## config.mk

```make
export PLATFORM = sky130hd
export DESIGN_NAME = iprb_bank
export DESIGN_NICKNAME = d
export VERILOG_FILES = /design/src/hdl/iprb_pkg.sv /design/src/hdl/iprb_field.sv /design/src/hdl/iprb_bank.sv
export SDC_FILE = /design/constraint.sdc
export NUM_CORES = 1
export LEC_CHECK = 0
export CAP_MARGIN = 0
export CORE_ASPECT_RATIO = 0.8
export CORE_UTILIZATION = 46
export DETAILED_ROUTE_END_ITERATION = 10
export DONT_BUFFER_PORTS = 1
export GPL_TIMING_DRIVEN = 0
export SLEW_MARGIN = 15
export SYNTH_ARGS = -nofsm -noshare
export SYNTH_HDL_FRONTEND = slang
export SYNTH_SLANG_ARGS = --single-unit
```

## constraint.sdc

```tcl
create_clock -name i_clk_sys -period 1.36 [get_ports i_clk_sys]
set_input_delay 0.204 -clock i_clk_sys [delete_from_list [all_inputs] [get_ports i_clk_sys]]
set_output_delay 0.204 -clock i_clk_sys [all_outputs]
set_load 0.01 [all_outputs]
```

## src/hdl/iprb_pkg.sv

```systemverilog
// Constants shared by the interrupt priority bank
package iprb_pkg;
    localparam int ADDR_W = 5;
    localparam int DATA_W = 16;
    localparam int FIELD_W = 3;
    localparam int NUM_FIELDS = 17;

    // Register indexes on the plain register port
    localparam logic [4:0] REG_CAPTURE_3_TO_5 = 5'h09;
    localparam logic [4:0] REG_COMPARE_5_TO_7_CAPTURE_6 = 5'h0A;
    localparam logic [4:0] REG_PARALLEL_PORT_COMPARE_8 = 5'h0B;
    localparam logic [4:0] REG_SECOND_I2C_EVENTS = 5'h0C;
    localparam logic [4:0] REG_EXTERNAL_3_4 = 5'h0D;
    localparam logic [4:0] REG_CALENDAR_CLOCK = 5'h0F;
    localparam logic [4:0] REG_CRC_AND_UART_ERRORS = 5'h10;

    // Priority codes
    localparam logic [2:0] CODE_DISABLED = 3'h0;
    localparam logic [2:0] CODE_LOWEST = 3'h1;
    localparam logic [2:0] CODE_HIGHEST = 3'h7;
    localparam logic [2:0] CODE_RESET = 3'h4;

    // Field indexes
    localparam int F_CAPTURE3 = 0;
    localparam int F_CAPTURE4 = 1;
    localparam int F_CAPTURE5 = 2;
    localparam int F_CAPTURE6 = 3;
    localparam int F_COMPARE5 = 4;
    localparam int F_COMPARE6 = 5;
    localparam int F_COMPARE7 = 6;
    localparam int F_COMPARE8 = 7;
    localparam int F_PARALLEL = 8;
    localparam int F_I2C2_MASTER = 9;
    localparam int F_I2C2_SLAVE = 10;
    localparam int F_EXTERNAL3 = 11;
    localparam int F_EXTERNAL4 = 12;
    localparam int F_CALENDAR = 13;
    localparam int F_CHECKSUM = 14;
    localparam int F_UART1_ERR = 15;
    localparam int F_UART2_ERR = 16;

    // Register holding each field, by field index
    localparam logic [4:0] FIELD_REG [NUM_FIELDS] = '{
        REG_CAPTURE_3_TO_5, REG_CAPTURE_3_TO_5, REG_CAPTURE_3_TO_5,
        REG_COMPARE_5_TO_7_CAPTURE_6, REG_COMPARE_5_TO_7_CAPTURE_6,
        REG_COMPARE_5_TO_7_CAPTURE_6, REG_COMPARE_5_TO_7_CAPTURE_6,
        REG_PARALLEL_PORT_COMPARE_8, REG_PARALLEL_PORT_COMPARE_8,
        REG_SECOND_I2C_EVENTS, REG_SECOND_I2C_EVENTS,
        REG_EXTERNAL_3_4, REG_EXTERNAL_3_4,
        REG_CALENDAR_CLOCK,
        REG_CRC_AND_UART_ERRORS, REG_CRC_AND_UART_ERRORS, REG_CRC_AND_UART_ERRORS
    };

    // Lowest bit of each field, by field index
    localparam int FIELD_LSB [NUM_FIELDS] = '{
        4, 8, 12,
        0, 4, 8, 12,
        0, 4,
        8, 4,
        4, 8,
        8,
        12, 4, 8
    };
endpackage

```

## src/hdl/iprb_field.sv

```systemverilog
// One software-writable priority field with its enable decode
`timescale 1ns/10ps
module iprb_field (
    // Clock and reset
    input wire logic i_clk_sys,
    input wire logic i_rst_n,
    // Write side
    input wire logic i_wr_en,
    input wire logic [2:0] i_wr_code,
    // Field state
    output logic [2:0] o_code,
    output logic o_enabled
);
    typedef struct packed {
        logic [2:0] code_reg;
        logic enabled_reg;
    } iprb_field_s;

    iprb_field_s state_reg;
    iprb_field_s state_next;

    always_comb begin
        state_next = state_reg;
        if (i_wr_en) begin
            state_next.code_reg = i_wr_code;
        end
        // Zero code keeps the source out of arbitration
        state_next.enabled_reg = (state_next.code_reg != iprb_pkg::CODE_DISABLED);
    end

    always_ff @(posedge i_clk_sys or negedge i_rst_n) begin
        if (!i_rst_n) begin
            state_reg.code_reg <= iprb_pkg::CODE_RESET;
            state_reg.enabled_reg <= 1'b1;
        end else begin
            state_reg <= state_next;
        end
    end

    assign o_code = state_reg.code_reg;
    assign o_enabled = state_reg.enabled_reg;
endmodule

```

## src/hdl/iprb_bank.sv

```systemverilog
// Interrupt priority bank: priority registers and their arbiter-facing fields
// Functional notes
// - code 111 means level 7, highest
// - code 001 is level 1; linear above
// - code 000 disables the source entirely
// - unassigned bits read zero, ignore writes
// - every field resets to code 100
// - fields read back the last written value
// - capture 5,4,3 at bits 14-12,10-8,6-4
// - compare 7,6,5 high; capture 6 at 2-0
// - parallel port 6-4, compare 8 2-0
// - i2c2 master 10-8, slave 6-4
// - external 4 at 10-8, 3 at 6-4
// - calendar clock only, at bits 10-8
// - checksum 14-12, uart2 10-8, uart1 6-4
`timescale 1ns/10ps
module iprb_bank #(
    parameter int ADDR_W = iprb_pkg::ADDR_W
) (
    // Clock and reset
    input wire logic i_clk_sys,
    input wire logic i_rst_n,
    // Register port
    input wire logic [ADDR_W-1:0] i_addr,
    input wire logic [iprb_pkg::DATA_W-1:0] i_wr_data,
    input wire logic i_wr_stb,
    input wire logic i_rd_stb,
    output logic [iprb_pkg::DATA_W-1:0] o_rd_data,
    // Priority levels to the arbiter
    output logic [2:0] o_capture3_priority,
    output logic [2:0] o_capture4_priority,
    output logic [2:0] o_capture5_priority,
    output logic [2:0] o_capture6_priority,
    output logic [2:0] o_compare5_priority,
    output logic [2:0] o_compare6_priority,
    output logic [2:0] o_compare7_priority,
    output logic [2:0] o_compare8_priority,
    output logic [2:0] o_parallel_port_priority,
    output logic [2:0] o_i2c2_master_priority,
    output logic [2:0] o_i2c2_slave_priority,
    output logic [2:0] o_external3_priority,
    output logic [2:0] o_external4_priority,
    output logic [2:0] o_calendar_clock_priority,
    output logic [2:0] o_checksum_error_priority,
    output logic [2:0] o_uart1_error_priority,
    output logic [2:0] o_uart2_error_priority,
    // Per-source enable, one bit per field index
    output logic [iprb_pkg::NUM_FIELDS-1:0] o_source_enabled
);
    localparam int NF = iprb_pkg::NUM_FIELDS;
    localparam int FW = iprb_pkg::FIELD_W;

    if (ADDR_W < 5) begin : g_addr_check
        $error("iprb_bank: ADDR_W must be at least 5");
    end

    typedef struct packed {
        logic [iprb_pkg::DATA_W-1:0] rd_data_reg;
    } iprb_bank_s;

    iprb_bank_s state_reg;
    iprb_bank_s state_next;

    logic [NF*FW-1:0] codes;
    logic [NF-1:0] enables;
    logic [4:0] reg_idx;
    logic addr_high_zero;

    // Addresses above the index range never alias a register
    assign reg_idx = i_addr[4:0];
    assign addr_high_zero = (ADDR_W == 5) ? 1'b1 : (i_addr >> 5) == '0;

    // Builds the read image of one register from the live field codes
    function automatic logic [iprb_pkg::DATA_W-1:0] reg_image(
        input logic [4:0] idx,
        input logic [NF*FW-1:0] fcodes
    );
        logic [iprb_pkg::DATA_W-1:0] img;
        img = '0;
        for (int f = 0; f < NF; f++) begin
            if (iprb_pkg::FIELD_REG[f] == idx) begin
                img[iprb_pkg::FIELD_LSB[f] +: FW] = fcodes[f*FW +: FW];
            end
        end
        return img;
    endfunction

    // Every field lane must fit inside the data word
    for (genvar g = 0; g < NF; g++) begin : g_lane_check
        if (iprb_pkg::FIELD_LSB[g] + FW > iprb_pkg::DATA_W) begin : g_bad_lane
            $error("iprb_bank: field lane outside the data word");
        end
    end

    // The arbiter ports carry three-bit codes
    if (FW != 3) begin : g_width_check
        $error("iprb_bank: priority fields must be three bits wide");
    end

    // One arbiter port and one enable bit per field
    if (NF != 17) begin : g_count_check
        $error("iprb_bank: field count does not match the ports");
    end

    // A write lands only on a mapped index with clean upper address bits
    function automatic logic write_selects(
        input logic stb,
        input logic high_zero,
        input logic [4:0] idx,
        input logic [4:0] reg_no
    );
        return stb && high_zero && (idx == reg_no);
    endfunction

    // Lanes outside every field are never taken from the write word
    function automatic logic [FW-1:0] write_lane(
        input logic [iprb_pkg::DATA_W-1:0] word,
        input int f
    );
        return word[iprb_pkg::FIELD_LSB[f] +: FW];
    endfunction

    // Write enables, one per register
    logic wr_capture_3_to_5;
    logic wr_compare_5_to_7_capture_6;
    logic wr_parallel_port_compare_8;
    logic wr_second_i2c_events;
    logic wr_external_3_4;
    logic wr_calendar_clock;
    logic wr_crc_and_uart_errors;

    assign wr_capture_3_to_5 = write_selects(i_wr_stb, addr_high_zero, reg_idx,
        iprb_pkg::REG_CAPTURE_3_TO_5);
    assign wr_compare_5_to_7_capture_6 = write_selects(i_wr_stb, addr_high_zero, reg_idx,
        iprb_pkg::REG_COMPARE_5_TO_7_CAPTURE_6);
    assign wr_parallel_port_compare_8 = write_selects(i_wr_stb, addr_high_zero, reg_idx,
        iprb_pkg::REG_PARALLEL_PORT_COMPARE_8);
    assign wr_second_i2c_events = write_selects(i_wr_stb, addr_high_zero, reg_idx,
        iprb_pkg::REG_SECOND_I2C_EVENTS);
    assign wr_external_3_4 = write_selects(i_wr_stb, addr_high_zero, reg_idx,
        iprb_pkg::REG_EXTERNAL_3_4);
    assign wr_calendar_clock = write_selects(i_wr_stb, addr_high_zero, reg_idx,
        iprb_pkg::REG_CALENDAR_CLOCK);
    assign wr_crc_and_uart_errors = write_selects(i_wr_stb, addr_high_zero, reg_idx,
        iprb_pkg::REG_CRC_AND_UART_ERRORS);

    // Capture channels 3 to 5 share one register
    iprb_field u_capture3 (
        .i_clk_sys(i_clk_sys),
        .i_rst_n(i_rst_n),
        .i_wr_en(wr_capture_3_to_5),
        .i_wr_code(write_lane(i_wr_data, iprb_pkg::F_CAPTURE3)),
        .o_code(codes[iprb_pkg::F_CAPTURE3*FW +: FW]),
        .o_enabled(enables[iprb_pkg::F_CAPTURE3])
    );

    iprb_field u_capture4 (
        .i_clk_sys(i_clk_sys),
        .i_rst_n(i_rst_n),
        .i_wr_en(wr_capture_3_to_5),
        .i_wr_code(write_lane(i_wr_data, iprb_pkg::F_CAPTURE4)),
        .o_code(codes[iprb_pkg::F_CAPTURE4*FW +: FW]),
        .o_enabled(enables[iprb_pkg::F_CAPTURE4])
    );

    iprb_field u_capture5 (
        .i_clk_sys(i_clk_sys),
        .i_rst_n(i_rst_n),
        .i_wr_en(wr_capture_3_to_5),
        .i_wr_code(write_lane(i_wr_data, iprb_pkg::F_CAPTURE5)),
        .o_code(codes[iprb_pkg::F_CAPTURE5*FW +: FW]),
        .o_enabled(enables[iprb_pkg::F_CAPTURE5])
    );

    // Compare channels 5 to 7 and capture channel 6
    iprb_field u_capture6 (
        .i_clk_sys(i_clk_sys),
        .i_rst_n(i_rst_n),
        .i_wr_en(wr_compare_5_to_7_capture_6),
        .i_wr_code(write_lane(i_wr_data, iprb_pkg::F_CAPTURE6)),
        .o_code(codes[iprb_pkg::F_CAPTURE6*FW +: FW]),
        .o_enabled(enables[iprb_pkg::F_CAPTURE6])
    );

    iprb_field u_compare5 (
        .i_clk_sys(i_clk_sys),
        .i_rst_n(i_rst_n),
        .i_wr_en(wr_compare_5_to_7_capture_6),
        .i_wr_code(write_lane(i_wr_data, iprb_pkg::F_COMPARE5)),
        .o_code(codes[iprb_pkg::F_COMPARE5*FW +: FW]),
        .o_enabled(enables[iprb_pkg::F_COMPARE5])
    );

    iprb_field u_compare6 (
        .i_clk_sys(i_clk_sys),
        .i_rst_n(i_rst_n),
        .i_wr_en(wr_compare_5_to_7_capture_6),
        .i_wr_code(write_lane(i_wr_data, iprb_pkg::F_COMPARE6)),
        .o_code(codes[iprb_pkg::F_COMPARE6*FW +: FW]),
        .o_enabled(enables[iprb_pkg::F_COMPARE6])
    );

    iprb_field u_compare7 (
        .i_clk_sys(i_clk_sys),
        .i_rst_n(i_rst_n),
        .i_wr_en(wr_compare_5_to_7_capture_6),
        .i_wr_code(write_lane(i_wr_data, iprb_pkg::F_COMPARE7)),
        .o_code(codes[iprb_pkg::F_COMPARE7*FW +: FW]),
        .o_enabled(enables[iprb_pkg::F_COMPARE7])
    );

    // Parallel port and compare channel 8
    iprb_field u_compare8 (
        .i_clk_sys(i_clk_sys),
        .i_rst_n(i_rst_n),
        .i_wr_en(wr_parallel_port_compare_8),
        .i_wr_code(write_lane(i_wr_data, iprb_pkg::F_COMPARE8)),
        .o_code(codes[iprb_pkg::F_COMPARE8*FW +: FW]),
        .o_enabled(enables[iprb_pkg::F_COMPARE8])
    );

    iprb_field u_parallel_port (
        .i_clk_sys(i_clk_sys),
        .i_rst_n(i_rst_n),
        .i_wr_en(wr_parallel_port_compare_8),
        .i_wr_code(write_lane(i_wr_data, iprb_pkg::F_PARALLEL)),
        .o_code(codes[iprb_pkg::F_PARALLEL*FW +: FW]),
        .o_enabled(enables[iprb_pkg::F_PARALLEL])
    );

    // Second I2C module, master and slave events
    iprb_field u_i2c2_master (
        .i_clk_sys(i_clk_sys),
        .i_rst_n(i_rst_n),
        .i_wr_en(wr_second_i2c_events),
        .i_wr_code(write_lane(i_wr_data, iprb_pkg::F_I2C2_MASTER)),
        .o_code(codes[iprb_pkg::F_I2C2_MASTER*FW +: FW]),
        .o_enabled(enables[iprb_pkg::F_I2C2_MASTER])
    );

    iprb_field u_i2c2_slave (
        .i_clk_sys(i_clk_sys),
        .i_rst_n(i_rst_n),
        .i_wr_en(wr_second_i2c_events),
        .i_wr_code(write_lane(i_wr_data, iprb_pkg::F_I2C2_SLAVE)),
        .o_code(codes[iprb_pkg::F_I2C2_SLAVE*FW +: FW]),
        .o_enabled(enables[iprb_pkg::F_I2C2_SLAVE])
    );

    // External interrupts 3 and 4
    iprb_field u_external3 (
        .i_clk_sys(i_clk_sys),
        .i_rst_n(i_rst_n),
        .i_wr_en(wr_external_3_4),
        .i_wr_code(write_lane(i_wr_data, iprb_pkg::F_EXTERNAL3)),
        .o_code(codes[iprb_pkg::F_EXTERNAL3*FW +: FW]),
        .o_enabled(enables[iprb_pkg::F_EXTERNAL3])
    );

    iprb_field u_external4 (
        .i_clk_sys(i_clk_sys),
        .i_rst_n(i_rst_n),
        .i_wr_en(wr_external_3_4),
        .i_wr_code(write_lane(i_wr_data, iprb_pkg::F_EXTERNAL4)),
        .o_code(codes[iprb_pkg::F_EXTERNAL4*FW +: FW]),
        .o_enabled(enables[iprb_pkg::F_EXTERNAL4])
    );

    // Calendar clock, alone in its register
    iprb_field u_calendar_clock (
        .i_clk_sys(i_clk_sys),
        .i_rst_n(i_rst_n),
        .i_wr_en(wr_calendar_clock),
        .i_wr_code(write_lane(i_wr_data, iprb_pkg::F_CALENDAR)),
        .o_code(codes[iprb_pkg::F_CALENDAR*FW +: FW]),
        .o_enabled(enables[iprb_pkg::F_CALENDAR])
    );

    // Checksum error and both UART error sources
    iprb_field u_checksum_error (
        .i_clk_sys(i_clk_sys),
        .i_rst_n(i_rst_n),
        .i_wr_en(wr_crc_and_uart_errors),
        .i_wr_code(write_lane(i_wr_data, iprb_pkg::F_CHECKSUM)),
        .o_code(codes[iprb_pkg::F_CHECKSUM*FW +: FW]),
        .o_enabled(enables[iprb_pkg::F_CHECKSUM])
    );

    iprb_field u_uart1_error (
        .i_clk_sys(i_clk_sys),
        .i_rst_n(i_rst_n),
        .i_wr_en(wr_crc_and_uart_errors),
        .i_wr_code(write_lane(i_wr_data, iprb_pkg::F_UART1_ERR)),
        .o_code(codes[iprb_pkg::F_UART1_ERR*FW +: FW]),
        .o_enabled(enables[iprb_pkg::F_UART1_ERR])
    );

    iprb_field u_uart2_error (
        .i_clk_sys(i_clk_sys),
        .i_rst_n(i_rst_n),
        .i_wr_en(wr_crc_and_uart_errors),
        .i_wr_code(write_lane(i_wr_data, iprb_pkg::F_UART2_ERR)),
        .o_code(codes[iprb_pkg::F_UART2_ERR*FW +: FW]),
        .o_enabled(enables[iprb_pkg::F_UART2_ERR])
    );

    // Read data stand for one cycle after the strobe, zero otherwise
    always_comb begin
        state_next = state_reg;
        state_next.rd_data_reg = '0;
        if (i_rd_stb && addr_high_zero) begin
            state_next.rd_data_reg = reg_image(reg_idx, codes);
        end
    end

    always_ff @(posedge i_clk_sys or negedge i_rst_n) begin
        if (!i_rst_n) begin
            state_reg <= '0;
        end else begin
            state_reg <= state_next;
        end
    end

    assign o_rd_data = state_reg.rd_data_reg;

    // Codes pass straight through: 001..111 are levels 1..7, 000 is off
    assign o_capture3_priority = codes[iprb_pkg::F_CAPTURE3*FW +: FW];
    assign o_capture4_priority = codes[iprb_pkg::F_CAPTURE4*FW +: FW];
    assign o_capture5_priority = codes[iprb_pkg::F_CAPTURE5*FW +: FW];
    assign o_capture6_priority = codes[iprb_pkg::F_CAPTURE6*FW +: FW];
    assign o_compare5_priority = codes[iprb_pkg::F_COMPARE5*FW +: FW];
    assign o_compare6_priority = codes[iprb_pkg::F_COMPARE6*FW +: FW];
    assign o_compare7_priority = codes[iprb_pkg::F_COMPARE7*FW +: FW];
    assign o_compare8_priority = codes[iprb_pkg::F_COMPARE8*FW +: FW];
    assign o_parallel_port_priority = codes[iprb_pkg::F_PARALLEL*FW +: FW];
    assign o_i2c2_master_priority = codes[iprb_pkg::F_I2C2_MASTER*FW +: FW];
    assign o_i2c2_slave_priority = codes[iprb_pkg::F_I2C2_SLAVE*FW +: FW];
    assign o_external3_priority = codes[iprb_pkg::F_EXTERNAL3*FW +: FW];
    assign o_external4_priority = codes[iprb_pkg::F_EXTERNAL4*FW +: FW];
    assign o_calendar_clock_priority = codes[iprb_pkg::F_CALENDAR*FW +: FW];
    assign o_checksum_error_priority = codes[iprb_pkg::F_CHECKSUM*FW +: FW];
    assign o_uart1_error_priority = codes[iprb_pkg::F_UART1_ERR*FW +: FW];
    assign o_uart2_error_priority = codes[iprb_pkg::F_UART2_ERR*FW +: FW];
    assign o_source_enabled = enables;
endmodule

```

==> impl_metrics.py, run 1 <==
metrics = {
    "synth": {
        "netlist_area_sq_um": 3690,
        "synthArstFlopShare_pct": 100.0,
        "synth-simple-area-share_pct": 9.596,
        "synth_mux_area_share_pct": 20.18,
        "yosysSeqAreaShare_pct": 55.41,
        "synth_compound_area_share_pct": 8.240,
        "synth_top_family_by_area": "multiplexers",
        "synth.most_common_cell": "mux2_2",
        "synth_enable_flop_cells": 0,
        "synthDistinctLibCells": 37,
        "synth_cells": 283,
        "yosys-top-cells-area": "dfrtp_1 (31%), dfstp_2 (24%), mux2_2 (14%)",
        "yosys.area.top_type": "dfrtp_1",
        "syn_area_per_cell_sq_um": 13.04,
        "synth_common_cells": "mux2_2 (47), dfrtp_1 (46), dfstp_2 (34)",
        "synth_adder_area_share_pct": 0,
        "synth_top_cell_area_share_pct": 31.20,
        "ys_ff_latch": 80,
        "synth_xor_area_share_pct": 0,
        "ys_warn_count": 0,
        "ys_dominant_reg_cell": "dfrtp_1",
    },
    "global_route": {
        "antenna_found_initial": 0,
        "grt_overflow": 0,
        "grt_pass1_wl_mm": 13.61,
        "grt_pass1_vias": 2431,
        "grt_max_degree": 81,
        "grt_usage_pct": 22.38,
    },
    "sta": {
        "max_freq_ghz": 0.7818,
        "setup_ws_ps": 80.87,
        "tightest_slew_ps": 878.6,
        "relSlewSlack_pct": 40.97,
        "grt_setup_unrepaired": "no",
        "setup_viol": 0,
        "period_share_pct": 94.05,
        "whs_ps": -467.7,
        "final_max_slew_viol_count": 0,
        "finClkSkew_ps": 10.89,
        "hold_viol_final": 80,
        "min_period_ps": 1279,
    },
    "route": {
        "finalWirelength_mm": 8.763,
        "routedWlPerCell_microns": 20.81,
        "drt-initial-drc-count": 138,
        "via_per_inst": 5.577,
        "vias": 2348,
        "drc": 0,
        "ant_nets": 0,
        "firstDrtPassIters": 4,
    },
    "critical_path": {
        "ff2ff_setup_slack_ps": 80,
        "crit_end": "o_rd_data[10]$_DFF_PN0_",
        "critPathLaunch": "u_i2c2_master.o_code[2]$_DFF_PN1_",
        "required_ps": 1630,
        "r2r_end": "o_rd_data[10]$_DFF_PN0_",
        "critical-path-max-stage-delay_ps": 600,
        "worst-setup-path-type": "reg2reg",
        "cp_max_fo": 4,
        "worst_setup_path_end_kind": "flip-flop",
        "path_cells": "nor3b_1 -> a21oi_1 -> o22a_1 -> a21oi_1",
        "worst_r2r_path_depth": 4,
        "cpMostUsedCell": "a21oi_1",
        "cp-start-kind": "flip-flop",
        "crit_slowest_cell": "dfstp_2",
        "worstPathArrival_ps": 1550,
        "timing.rr.start": "u_i2c2_master.o_code[2]$_DFF_PN1_",
    },
    "finish": {
        "drive_gt1_share_pct": 46.84,
        "num_antenna_cells": 0,
        "nets": 336,
        "final_cells": 421,
        "fin_util_pct": 55.65,
        "finish.instance_area_sq_um": 4212,
        "area.growth.synth_to_final_pct": 14.14,
    },
    "floorplan": {
        "pin_count": 109,
        "coreArea_sq_um": 7567,
        "die_area_sq_um": 8385,
        "die_h_microns": 82.11,
        "start_util_pct": 48.76,
        "row_count": 28,
        "die_w_microns": 102.1,
    },
    "place": {
        "io_buffer_count": 0,
        "place_area_sq_um": 3852,
        "dp.cells": 391,
        "routabilityCongestion": 0.7467,
        "post-dp-hpwl_mm": 5.978,
        "preCtsSetupSlack_ps": -276.7,
    },
    "clocking": {
        "clkTransAtPathRegs_ps": 80,
        "cts_hold_buf": 14,
        "numCtsBuffers": 9,
        "cts_tree": "done",
        "htree_levels": 3,
        "clock_path_buffers": 2,
        "cts-root-buf": "clkbuf_8",
        "cts_sinks": 80,
        "clkLatencyLatePin_ps": 350,
    },
    "run_status": {
        "violations": "hold timing",
        "status": "complete, but fails checks",
    },
    "power": {
        "vdd_drop_max_v": 0.0007836,
        "power_leakage_uw": 0.001851,
        "powerDensity_nw_per_um2": 1568,
    },
    "job": {
        "maxCapViolations": 0,
    },
    "worst_hold_path": {
        "hold_path_class": "in2async",
    },
}
cells by family (layout without fill, tap and decap cells):
group,after synthesis,in the layout
simple gates,52,52
buf+inv,34,64
mux,65,65
compound gates,51,51
other cells,1,4
flops,80,80
sequential cells by signal, summed over array words and instances (netlist names), 3 cells and up:
name,cells
o_rd_data,12
u_calendar_clock.o_code,3
u_capture3.o_code,3
u_capture4.o_code,3
u_capture5.o_code,3
u_capture6.o_code,3
u_checksum_error.o_code,3
u_compare5.o_code,3
u_compare6.o_code,3
u_compare7.o_code,3
u_compare8.o_code,3
u_external3.o_code,3
u_external4.o_code,3
u_i2c2_master.o_code,3
u_i2c2_slave.o_code,3
u_parallel_port.o_code,3
u_uart1_error.o_code,3
u_uart2_error.o_code,3
layout make-up:
class	instances	area, sq um
Sequential cell	80	2048
Tap cell	105	131.4
Fill cell	674	3356
Clock inverter	4	70.07
Buffer	34	239.0
Timing Repair Buffer	14	140.1
Multi-Input combinational cell	172	1438
Clock buffer	12	145.1
per-stage QoR:
stage / TNS [ps] / power (uW)
floorplan: -94.55 / 4429
global placement: -6119 / 4666
detailed placement: -6516 / 4690
CTS: 0 / 6654
global route: 0 / 6913
finish: 0 / 6602
worst min path at each step:
stage                                                end    start  cells past startpoint  slack [ps]
finish              u_checksum_error.o_code[0]$_DFF_PN0_  i_rst_n                      0        -470
global route                     o_rd_data[13]$_DFF_PN0_  i_rst_n                      0        -480
detailed placement               o_rd_data[13]$_DFF_PN0_  i_rst_n                      0         -90
global placement    u_checksum_error.o_code[1]$_DFF_PN0_  i_rst_n                      0         -90
CTS                 u_checksum_error.o_code[0]$_DFF_PN0_  i_rst_n                      0        -470
floorplan                         o_rd_data[0]$_DFF_PN0_  i_rst_n                      0         -90
layer usage:
metal	track usage (%)	wire length [microns]	up-vias
li1	-	-	1072
met1	29.82	3963	1195
met2	34.97	4118	74
met3	7.071	616	7
met4	7.000	65	0
met5	0	0	-
report_power, final:
group          switching [uW]  internal [uW]
sequential                581           3020
clock                     822           1080
combinational             430            664
total                    1830           4770
cell usage in the layout, fill, tap and decap left out, types with 4 or more instances in the layout:
cell type / Yosys / layout
a21oi_1: 27 / 27
a22oi_1: 6 / 6
buf_2: 8 / 8
buf_4: 21 / 21
clkbuf_1: 2 / 4
clkbuf_8: 0 / 10
conb_1: 1 / 4
dfrtp_1: 46 / 43
dfstp_2: 34 / 34
dlygate4sd3_1: 0 / 14
mux2_2: 47 / 43
mux2_4: 7 / 11
mux2i_1: 11 / 11
nor2_1: 4 / 4
nor3_1: 9 / 9
nor3b_1: 4 / 4
nor4_1: 12 / 12
o21ai_0: 6 / 6
worst max-delay path: cells and delay by family, from the launching register on:
| family | cells | cell delay [ps] |
|---|---|---|
| simple gates | 1 | 200 |
| flops | 1 | 600 |
| compound gates | 3 | 400 |
repair_timing:
action | CTS | global route
setup endpoints to repair | 0 | 2
endpoints found under the hold margin | 133 | 80
gates resized for setup | 0 | 3
setup buffers | 0 | 0
Power figures use the tool's default switching activity.
==> run 2: changes to the inputs <==
--- a/config.mk
+++ b/config.mk
@@ -10,7 +10,6 @@
 export CORE_UTILIZATION = 46
 export DETAILED_ROUTE_END_ITERATION = 10
 export DONT_BUFFER_PORTS = 1
-export GPL_TIMING_DRIVEN = 0
 export SLEW_MARGIN = 15
 export SYNTH_ARGS = -nofsm -noshare
 export SYNTH_HDL_FRONTEND = slang
==> constraint.sdc (replaced) <==
create_clock -name i_clk_sys -period 1.36 [get_ports i_clk_sys]
set_input_delay 0.408 -clock i_clk_sys [delete_from_list [all_inputs] [get_ports i_clk_sys]]
set_output_delay 0.408 -clock i_clk_sys [all_outputs]
set_load 0.01 [all_outputs]
==> run 2 against run 1 <==
The flow finishes with violations (hold timing, setup timing). Hold slack improved by 200 ps. Die area did not move. Sequential cell count did not move. Via count fell by 1.0%. Clock skew fell by 2.2 ps. Non-clock buffer count fell by 9. Sequential share of layout area fell by 0.97 points. Combinational power fell by 5%. Highest routed layer unchanged.
==> impl_metrics.py, run 2 (synthesis results as in run 1) <==
metrics = {
    "place": {
        "place_area_sq_um": 4068,
        "io_buffer_count": 0,
        "post-dp-hpwl_mm": 5.934,
        "routabilityCongestion": 0.7385,
    },
    "sta": {
        "finClkSkew_ps": 8.707,
        "hold_viol_final": 80,
        "period_share_pct": 104.8,
        "setup_ws_ps": -65.82,
        "min_period_ps": 1426,
        "setup_viol": 5,
        "final_max_slew_viol_count": 0,
        "grt_setup_unrepaired": "yes",
        "fin_setup_tns_ps": -183.6,
        "whs_ps": -264.4,
        "max_freq_ghz": 0.7013,
    },
    "finish": {
        "area.growth.synth_to_final_pct": 16.24,
        "seq_area_sq_um": 2044,
        "largest_register_ffs": 12,
        "layout_common_cells": "dfrtp_1 (46), mux2_4 (37), buf_4 (34), dfstp_2 (34), a21oi_1 (27)",
        "finish.instance_area_sq_um": 4289,
        "drive_gt1_share_pct": 52.77,
        "nets": 327,
        "fillCellCount": 659,
        "final_common_cell": "dfrtp_1",
        "num_antenna_cells": 0,
        "multi_input_area_sq_um": 1597,
    },
    "global_route": {
        "grt_usage_pct": 21.50,
        "grt_pass1_vias": 2344,
        "grt_pass1_wl_mm": 13.03,
        "grt_overflow": 0,
        "grt_max_degree": 81,
        "antenna_found_initial": 0,
    },
    "route": {
        "via_per_inst": 5.641,
        "ant_nets": 0,
        "drc": 0,
        "finalWirelength_mm": 8.336,
        "vias": 2324,
        "routedWlPerCell_microns": 20.23,
        "firstDrtPassIters": 4,
        "drt-initial-drc-count": 41,
    },
    "critical_path": {
        "cp-start-kind": "flip-flop",
        "worst_setup_path_end_kind": "primary output",
        "required_ps": 950,
        "worstPathArrival_ps": 1020,
        "timing.rr.start": "u_external4.o_code[2]$_DFF_PN1_",
        "crit_slowest_cell": "dfstp_2",
        "path_delay_family": "flip-flops",
        "critPathBufInv": 1,
        "critical-path-max-stage-delay_ps": 550,
        "ff2ff_setup_slack_ps": 110,
        "r2r_end": "o_rd_data[10]$_DFF_PN0_",
        "worst_r2r_path_depth": 4,
        "path_cells": "buf_6",
        "cp_max_fo": 3,
        "worst-setup-path-type": "reg2out",
    },
    "power": {
        "vdd_drop_max_v": 0.0007703,
        "powerDensity_nw_per_um2": 1473,
        "power_leakage_uw": 0.001886,
    },
    "clocking": {
        "clkTransAtPathRegs_ps": 90,
        "cts-root-buf": "clkbuf_8",
        "numCtsBuffers": 9,
        "cts_tree": "done",
        "htree_levels": 3,
        "cts_sinks": 80,
        "clkLatencyLatePin_ps": 350,
        "clock_path_buffers": 2,
    },
    "floorplan": {
        "die_h_microns": 82.11,
        "start_util_pct": 48.76,
        "pin_count": 109,
        "die_w_microns": 102.1,
        "row_count": 28,
        "coreArea_sq_um": 7567,
        "die_area_sq_um": 8385,
    },
    "run_status": {
        "violations": "hold timing, setup timing",
        "status": "complete, but fails checks",
    },
    "job": {
        "maxCapViolations": 0,
    },
    "worst_hold_path": {
        "hold_path_class": "in2async",
    },
}
[run 2: layout make-up]
type	count	share of cell area, %
Clock buffer	10	3.209
Clock inverter	6	1.167
Multi-Input combinational cell	172	37.22
Sequential cell	80	47.67
Tap cell	105	3.063
Timing Repair Buffer	39	7.672
[run 2: worst max-delay path by stage]
stage	cells after the start	slack, ps	from	to
global route	1	-100	u_parallel_port.o_code[2]$_DFF_PN1_	o_parallel_port_priority[2]
floorplan	5	-220	i_addr[0]	u_checksum_error.o_code[0]$_DFF_PN0_
finish	1	-70	u_parallel_port.o_code[2]$_DFF_PN1_	o_parallel_port_priority[2]
global placement	4	-230	i_addr[0]	u_checksum_error.o_code[1]$_DFF_PN0_
detailed placement	4	-270	i_addr[0]	u_uart2_error.o_code[0]$_DFF_PN0_
CTS	1	-80	u_parallel_port.o_code[2]$_DFF_PN1_	o_parallel_port_priority[2]
[run 2: metrics by stage]
stage	setup WS, ps	instances	utilization [%]	power (uW)	hold WS [ps]
final	-65.82	412	56.68	6320	-264.4
after global routing	-102.7	412	56.68	6664	-304.3
after CTS	-81.66	409	56.38	6371	-278.9
after detailed placement	-274.2	393	53.75	4677	114.9
after global placement	-229.7	393	53.75	4647	114.9
after floorplan	-219.8	286	-	4546	112.4
[run 2: metal layers]
metal,global-route usage (%),part of all wire [%],up-vias
met2,30.47,43,97
met3,8.249,8.9,11
met5,0,0,-
li1,-,-,1051
met1,29.72,46,1165
met4,8.143,1.4,0
[run 2: what timing repair did]
action,4_1_cts,5_1_grt
endpoints found under the hold margin,80,80
buffers inserted,0,3
pin swaps,0,0
gates resized for setup,3,0
endpoints found under the setup margin,17,23
gates cloned,0,0
[run 2: where the power goes]
| part | total [uW] | switching [uW] | internal (uW) | leakage [uW] |
|---|---|---|---|---|
| combinational | 1040 | 366 | 670 | 0.000838 |
| clock | 1650 | 917 | 735 | 0.0000899 |
| sequential | 3630 | 600 | 3030 | 0.000958 |
| total | 6320 | 1880 | 4440 | 0.00189 |
